$ cat src/pkg/alr_pkg.sv
`default_nettype none
package alr_pkg;
  // ****************************************
  // register map
  // ****************************************
  localparam logic [7:0] ALR_OFF_ENTRY_THR = 8'h1F;
  localparam logic [7:0] ALR_OFF_EXIT_HYS = 8'h20;
  localparam logic [7:0] ALR_OFF_S1_LOW = 8'h21;
  localparam logic [7:0] ALR_OFF_S1_HIGH = 8'h22;
  localparam logic [7:0] ALR_OFF_S2_LOW = 8'h23;
  localparam logic [7:0] ALR_OFF_S2_HIGH = 8'h24;

  // ****************************************
  // reset values and field layout
  // ****************************************
  localparam logic [7:0] ALR_RST_ENTRY_THR = 8'h00;
  localparam logic [7:0] ALR_RST_EXIT_HYS = 8'h00;
  localparam logic [12:0] ALR_RST_RESULT = 13'h0000;
  localparam logic [7:0] ALR_RDATA_IDLE = 8'h00;
  localparam int ALR_RESULT_W = 13;
  localparam int ALR_HIGH_W = 5;
  localparam logic [2:0] ALR_HIGH_RSVD = 3'h0;
  // hysteresis step in tenths of nA; logic compares raw codes, so this is reference only
  localparam int ALR_HYS_STEP_NA10 = 5400;

  // ****************************************
  // timing
  // ****************************************
  localparam int ALR_CLK_MHZ = 250;
  localparam int ALR_REFRESH_MS = 80;
  localparam int ALR_REFRESH_CYCLES = ALR_REFRESH_MS * 1000 * ALR_CLK_MHZ;

  typedef struct packed {
    logic [7:0] addr;
    logic wr;
    logic rd;
    logic [7:0] wdata;
  } alr_reg_req_t;

  typedef struct packed {
    logic [ALR_RESULT_W-1:0] one;
    logic [ALR_RESULT_W-1:0] two;
  } alr_results_t;
endpackage
`default_nettype wire

$ cat src/logic/alr_refresh_timer.sv
`timescale 1ns/1ps
`default_nettype none
module alr_refresh_timer import alr_pkg::*; #(
  parameter int PERIOD_CYCLES = ALR_REFRESH_CYCLES
) (
  // clock and reset
  input wire logic clk,
  input wire logic rst_n,
  // control
  input wire logic enable,
  // event
  output logic tick
);
  logic [31:0] count;
  logic [31:0] next_count;
  logic at_end;

  // restart from zero whenever sensing is switched off
  assign at_end = (count == 32'(PERIOD_CYCLES - 1));
  assign next_count = (!enable || at_end) ? 32'h00000000 : count + 32'h00000001;

  always_ff @(posedge clk or negedge rst_n) begin
    if (!rst_n) begin
      count <= 32'h00000000;
      tick <= 1'b0;
    end else begin
      count <= next_count;
      tick <= enable && at_end;
    end
  end

  property p_tick_needs_enable;
    @(posedge clk) disable iff (!rst_n)
    tick |-> $past(enable);
  endproperty
  a_tick_needs_enable: assert property (p_tick_needs_enable) else $error("refresh tick while disabled");
endmodule
`default_nettype wire

$ cat src/logic/alr_readout.sv
`timescale 1ns/1ps
`default_nettype none
module alr_readout import alr_pkg::*; #(
  parameter int REFRESH_CYCLES = ALR_REFRESH_CYCLES
) (
  // clock and reset
  input wire logic clk,
  input wire logic nrst,
  // register access
  input wire alr_reg_req_t reg_req,
  output logic [7:0] reg_rdata,
  output logic reg_rvalid,
  // light sensing
  input wire logic sense_enable,
  input wire logic [7:0] comp_level,
  input wire alr_results_t conv_sample,
  output logic dark_mode
);
  // ****************************************
  // reset release
  // ****************************************
  logic rst_meta;
  logic rst_n;

  always_ff @(posedge clk or negedge nrst) begin
    if (!nrst) begin
      rst_meta <= 1'b0;
      rst_n <= 1'b0;
    end else begin
      rst_meta <= 1'b1;
      rst_n <= rst_meta;
    end
  end

  // ****************************************
  // settings registers
  // ****************************************
  logic [7:0] dark_entry_threshold;
  logic [7:0] dark_exit_hysteresis;
  logic wr_thr;
  logic wr_hys;

  assign wr_thr = reg_req.wr && (reg_req.addr == ALR_OFF_ENTRY_THR);
  assign wr_hys = reg_req.wr && (reg_req.addr == ALR_OFF_EXIT_HYS);

  // hysteresis code is kept raw; the linear current scale maps one code per step
  always_ff @(posedge clk or negedge rst_n) begin
    if (!rst_n) begin
      dark_entry_threshold <= ALR_RST_ENTRY_THR;
      dark_exit_hysteresis <= ALR_RST_EXIT_HYS;
    end else begin
      if (wr_thr) begin
        dark_entry_threshold <= reg_req.wdata;
      end
      if (wr_hys) begin
        dark_exit_hysteresis <= reg_req.wdata;
      end
    end
  end

  // ****************************************
  // dark mode comparator
  // ****************************************
  logic [8:0] exit_level;
  logic below_entry;
  logic above_exit;
  logic next_dark_mode;

  // nine bits so a large threshold plus hysteresis cannot wrap
  assign exit_level = {1'b0, dark_entry_threshold} + {1'b0, dark_exit_hysteresis};
  assign below_entry = comp_level < dark_entry_threshold;
  assign above_exit = {1'b0, comp_level} > exit_level;
  assign next_dark_mode = dark_mode ? !above_exit : below_entry;

  always_ff @(posedge clk or negedge rst_n) begin
    if (!rst_n) begin
      dark_mode <= 1'b0;
    end else begin
      dark_mode <= next_dark_mode;
    end
  end

  // ****************************************
  // conversion results
  // ****************************************
  logic refresh_tick;
  alr_results_t results;

  alr_refresh_timer #(
    .PERIOD_CYCLES(REFRESH_CYCLES)
  ) u_timer (
    .clk(clk),
    .rst_n(rst_n),
    .enable(sense_enable),
    .tick(refresh_tick)
  );

  // whole words are captured at once; a low/high byte pair read across a refresh tick can still mix conversions
  always_ff @(posedge clk or negedge rst_n) begin
    if (!rst_n) begin
      results <= {ALR_RST_RESULT, ALR_RST_RESULT};
    end else if (refresh_tick) begin
      results <= conv_sample;
    end
  end

  // ****************************************
  // read path
  // ****************************************
  logic [7:0] next_rdata;

  always_comb begin
    next_rdata = ALR_RDATA_IDLE;
    unique case (reg_req.addr)
      ALR_OFF_ENTRY_THR: next_rdata = dark_entry_threshold;
      ALR_OFF_EXIT_HYS: next_rdata = dark_exit_hysteresis;
      ALR_OFF_S1_LOW: next_rdata = results.one[7:0];
      ALR_OFF_S1_HIGH: next_rdata = {ALR_HIGH_RSVD, results.one[12:8]};
      ALR_OFF_S2_LOW: next_rdata = results.two[7:0];
      ALR_OFF_S2_HIGH: next_rdata = {ALR_HIGH_RSVD, results.two[12:8]};
      default: next_rdata = ALR_RDATA_IDLE;
    endcase
  end

  always_ff @(posedge clk or negedge rst_n) begin
    if (!rst_n) begin
      reg_rdata <= ALR_RDATA_IDLE;
      reg_rvalid <= 1'b0;
    end else begin
      reg_rdata <= reg_req.rd ? next_rdata : ALR_RDATA_IDLE;
      reg_rvalid <= reg_req.rd;
    end
  end

  // ****************************************
  // checks
  // ****************************************
  property p_dark_exit;
    @(posedge clk) disable iff (!rst_n)
    dark_mode && ({1'b0, comp_level} > exit_level) |=> !dark_mode;
  endproperty
  a_dark_exit: assert property (p_dark_exit) else $error("dark mode not left above exit level");

  property p_dark_entry;
    @(posedge clk) disable iff (!rst_n)
    !dark_mode && (comp_level < dark_entry_threshold) |=> dark_mode;
  endproperty
  a_dark_entry: assert property (p_dark_entry) else $error("dark mode not entered below threshold");

  property p_dark_hold;
    @(posedge clk) disable iff (!rst_n)
    $rose(dark_mode) |-> $past(comp_level) < $past(dark_entry_threshold);
  endproperty
  a_dark_hold: assert property (p_dark_hold) else $error("dark mode entered without cause");

  property p_hys_store;
    @(posedge clk) disable iff (!rst_n)
    wr_hys ##1 (reg_req.rd && reg_req.addr == ALR_OFF_EXIT_HYS && !reg_req.wr) |=>
      reg_rdata == $past(reg_req.wdata, 2);
  endproperty
  a_hys_store: assert property (p_hys_store) else $error("hysteresis code not stored");

  property p_read_s1_low;
    @(posedge clk) disable iff (!rst_n)
    reg_req.rd && reg_req.addr == ALR_OFF_S1_LOW |=> reg_rvalid && reg_rdata == $past(results.one[7:0]);
  endproperty
  a_read_s1_low: assert property (p_read_s1_low) else $error("sensor one low byte wrong");

  property p_read_s1_high;
    @(posedge clk) disable iff (!rst_n)
    reg_req.rd && reg_req.addr == ALR_OFF_S1_HIGH |=>
      reg_rdata[7:5] == 3'h0 && reg_rdata[4:0] == $past(results.one[12:8]);
  endproperty
  a_read_s1_high: assert property (p_read_s1_high) else $error("sensor one high byte wrong");

  property p_read_s2_low;
    @(posedge clk) disable iff (!rst_n)
    reg_req.rd && reg_req.addr == ALR_OFF_S2_LOW |=> reg_rvalid && reg_rdata == $past(results.two[7:0]);
  endproperty
  a_read_s2_low: assert property (p_read_s2_low) else $error("sensor two low byte wrong");

  property p_read_s2_high;
    @(posedge clk) disable iff (!rst_n)
    reg_req.rd && reg_req.addr == ALR_OFF_S2_HIGH |=>
      reg_rdata[7:5] == 3'h0 && reg_rdata[4:0] == $past(results.two[12:8]);
  endproperty
  a_read_s2_high: assert property (p_read_s2_high) else $error("sensor two high byte wrong");

  property p_no_refresh_off;
    @(posedge clk) disable iff (!rst_n)
    !sense_enable ##1 !sense_enable |=> $stable(results);
  endproperty
  a_no_refresh_off: assert property (p_no_refresh_off) else $error("results changed while disabled");

  property p_pair_capture;
    @(posedge clk) disable iff (!rst_n)
    refresh_tick |=> results == $past(conv_sample);
  endproperty
  a_pair_capture: assert property (p_pair_capture) else $error("result words not captured whole");
endmodule
`default_nettype wire

$ cat config.mk
export PLATFORM = sky130hd
export DESIGN_NAME = alr_readout
export DESIGN_NICKNAME = d
export VERILOG_FILES = /design/src/pkg/alr_pkg.sv /design/src/logic/alr_refresh_timer.sv /design/src/logic/alr_readout.sv
export SDC_FILE = /design/constraint.sdc
export NUM_CORES = 1
export LEC_CHECK = 0
export BUFFER_PORTS_ARGS = -buffer_cell sky130_fd_sc_hd__buf_4
export CAP_MARGIN = 20
export CORE_MARGIN = 8
export CORE_UTILIZATION = 55
export CTS_BUF_LIST = sky130_fd_sc_hd__clkbuf_8
export DETAILED_ROUTE_END_ITERATION = 6
export HOLD_SLACK_MARGIN = 0.1
export PLACE_DENSITY = 0.74
export REMOVE_ABC_BUFFERS = 1
export SLEW_MARGIN = 10
export SYNTH_ARGS = -nofsm -noshare
export SYNTH_HDL_FRONTEND = slang
export SYNTH_SLANG_ARGS = --single-unit
$ cat constraint.sdc
create_clock -name clk -period 3.5 [get_ports clk]
set_input_delay 0.175 -clock clk [delete_from_list [all_inputs] [get_ports clk]]
set_output_delay 0.175 -clock clk [all_outputs]
set_load 0.05 [all_outputs]
==> reports/results.tsv <==
metric	value	unit
initial antenna violation count	0	
DIE HEIGHT	109	µm
Total GRT Usage	20.4	%
Final Hold Violating Endpoints	0	
largest net degree at the start of global routing	86	
Fillers	608	
ys flop type	dfrtp_1	
simple-gate portion of the synthesized area	18.4	%
register-to-register setup slack	390	ps
Synth Area in XOR/XNOR	5.15	%
CTS tree	yes	
arrival time worst endpoint	3350	ps
YS warnings	0	
Yosys top cell area share	45.8	%
Root Buffer	clkbuf_8	
mux contribution to synthesized area	11.8	%
cts repair resizes	0	
area of the mapped netlist	0.00476	mm²
#FFs+latches synth	87	
Cells after Synth	429	
outcome	finished, final reports clean	
worst setup path class	register to register	
WP data required	3740	ps
share of layout cells above drive strength 1	27.8	%
# rows	34	
Post-synth ARST share	100	%
core area	0.00855	mm²
clk_lat worst skew	370	ps
vias in the first global route	4068	
synth unique cells	63	
gpl congestion	0.847	
area leader, netlist	dfrtp_1	
clk buf depth	2	
number of flops mapped to enable cells by yosys	0	
CP delay by family, top	adder cells	
setup TNS	0	ps
Max Cap Viol	0	
Max VDD drop	0.000243	V
Reg clk slew, reported paths	100	ps
P&R area growth vs syn	25.4	%
DRT iter0 DRCs	200	
hold_ws	183	ps
static leakage	2.77	nW
slew margin rel.	30.1	%
unrepaired setup endpoints after global routing	no	
Slew @ Worst Pin	1050	ps
Die Footprint	0.0119	mm²
hpwl dp	8.07	mm
diode count	0	
Seq/Total Area, Yosys	45.8	%
Buf/Inv on CP	1	
first-pass GRT wire length	19.1	mm
grt ovf	0	
Final Critical Period	3110	ps
CTS Sinks	87	
footprint of the multi-input gates	0.00246	mm²
TritonCTS Buffers	9	
H-tree Lvls	3	
Worst path slowest cell	or4b_1	
I/O pins	65	
Sequential Area	0.00218	mm²
Horiz. Die Dim	109	µm
DR vias/cell	5.77	
Final nets	614	
fin crit share	88.7	%
CP cell instances	ha_1 > inv_1 > fa_1 > nor2b_1 > o31a_1 > o21ai_0 > nand2b_1 > xnor2_1 > ha_1 > o21ai_0 > nand2b_1 > a21oi_1 > or4b_1 > o311a_1	
max-slew violations	0	
post-synthesis adder-cell area fraction	6.73	%
Initial Util	55.6	%
DRC viols	0	
First-pass DRT Iterations	5	
Cell Pwr Density	364	mW/mm²
clock skew	19.7	ps
crit path max fanout	4	
fmax	322	MHz
Antenna Nets Post-Route	0	
Syn Area/Cell	11.1	µm²
via count	3730	
# port buffers	64	
CP Launch Type	register	
WL/cell	17.7	µm
top post-synthesis cells by area	dfrtp_1, mux2_2, ha_1, xor2_1, nor2_1	
final WL	11.4	mm
min-delay worst type	input pin to register	
crit path capture type	register	
final setup violation count	0	
post-synthesis compound-gate area fraction	9.65	%
largest family of logic cells by synthesized area	simple AND/OR/NAND/NOR gates	
fin util	69.8	%
slowest stage delay, CP	460	ps
==> metrics by stage <==
stage | setup WS, ps | instances | total power [W] | cell area (µm²)
after detailed placement | 417 | 591 | 0.00134 | 5320
after global routing | 141 | 647 | 0.00225 | 5970
final | 395 | 647 | 0.00217 | 5970
after global placement | 552 | 591 | 0.00132 | 5320
after CTS | 397 | 646 | 0.00217 | 5940
after floorplan | 667 | 418 | 0.00122 | 4690
==> power breakdown <==
group	total [W]	switching, W	internal (W)
Clock	0.000814	0.000399	0.000415
Sequential	0.00107	0.0000341	0.00104
Combinational	0.000282	0.000130	0.000152
==> final timing paths <==
| path | from | end | depth (start not counted) |
|---|---|---|---|
| worst max-delay path | dark_entry_threshold[0]$_DFFE_PN0P_ | dark_mode$_DFF_PN0_ | 14 |
| worst min-delay path | reg_req[12] | reg_rdata[3]$_DFF_PN0_ | 4 |
| worst max register to register | dark_entry_threshold[0]$_DFFE_PN0P_ | dark_mode$_DFF_PN0_ | 14 |
| worst min register to register | rst_n$_DFF_PN0_ | results[1]$_DFFE_PN0P_ | 0 |
| max in group asynchronous | nrst | rst_n$_DFF_PN0_ | 4 |
| min in group asynchronous | rst_n$_DFF_PN0_ | results[1]$_DFFE_PN0P_ | 0 |
==> final cells by class <==
class	instances	share of cell area (%)
Multi-Input combinational cell	317	41.3
Sequential cell	87	36.5
Timing Repair Buffer	105	15.2
Tap cell	108	2.26
Clock buffer	9	2.08
Clock inverter	7	1.74
Inverter	14	0.881
==> kinds of logic (layout without fill, tap and decap cells) <==
logic type	after synthesis	count (layout)
fa+ha+maj	25	25
mux	50	50
other cells	1	1
flops	87	87
buf+inv	25	135
simple gates	149	149
xor+xnor	28	28
compound gates	64	64
==> registers in the layout (all words and copies together) (netlist names) <==
| signal | flops |
|---|---|
| u_timer.count | 32 |
| reg_rdata | 8 |
| dark_exit_hysteresis | 8 |
| results | 26 |
| u_timer.tick | 1 |
| rst_meta | 1 |
| rst_n | 1 |
| dark_entry_threshold | 8 |
| reg_rvalid | 1 |
| dark_mode | 1 |
==> cells in the mapped netlist, drive strengths merged (5+ instances only) <==
| master | count |
|---|---|
| nand4 | 15 |
| o21ai | 12 |
| and2 | 6 |
| a21o | 5 |
| and3 | 7 |
| a21oi | 12 |
| nor4 | 6 |
| dfrtp | 87 |
| nand2b | 6 |
| nor2 | 41 |
| nand3 | 18 |
| a22o | 5 |
| nor3 | 8 |
| ha | 24 |
| a21boi | 6 |
| xor2 | 19 |
| a222oi | 5 |
| xnor2 | 9 |
| inv | 14 |
| buf | 9 |
| mux2 | 50 |
| nand2 | 24 |
==> layout by cell type, fill, tap and decap left out, types with 12 or more instances in the layout <==
| cell | Yosys | routed |
|---|---|---|
| nand3_1 | 16 | 16 |
| xor2_1 | 19 | 19 |
| nand4_1 | 14 | 14 |
| a21oi_1 | 12 | 12 |
| inv_1 | 14 | 15 |
| nor2_1 | 39 | 39 |
| mux2_2 | 50 | 50 |
| nand2_1 | 23 | 23 |
| dfrtp_1 | 87 | 86 |
| ha_1 | 24 | 24 |
| buf_4 | 3 | 65 |
| dlygate4sd3_1 | 0 | 39 |
| o21ai_0 | 12 | 12 |
==> per-layer routing <==
metal | GRT usage, % | vias up | wire [µm]
li1 | - | 1776 | -
met1 | 22.4 | 1829 | 4470
met2 | 37.6 | 97 | 6200
met3 | 3.66 | 28 | 466
met4 | 8.70 | 0 | 312
met5 | 0 | - | 0
==> worst min-delay path: stages <==
cell and delay, ps:
buf_4 120, nor3_4 80, nand2_1 60, a21boi_0 70
==> what timing repair did <==
item / CTS / global route
endpoints found under the setup margin: 0 / 0
setup buffers: 0 / 0
hold buffers: 39 / 0
hold endpoints to repair: 50 / 0
Power figures use the tool's default switching activity.
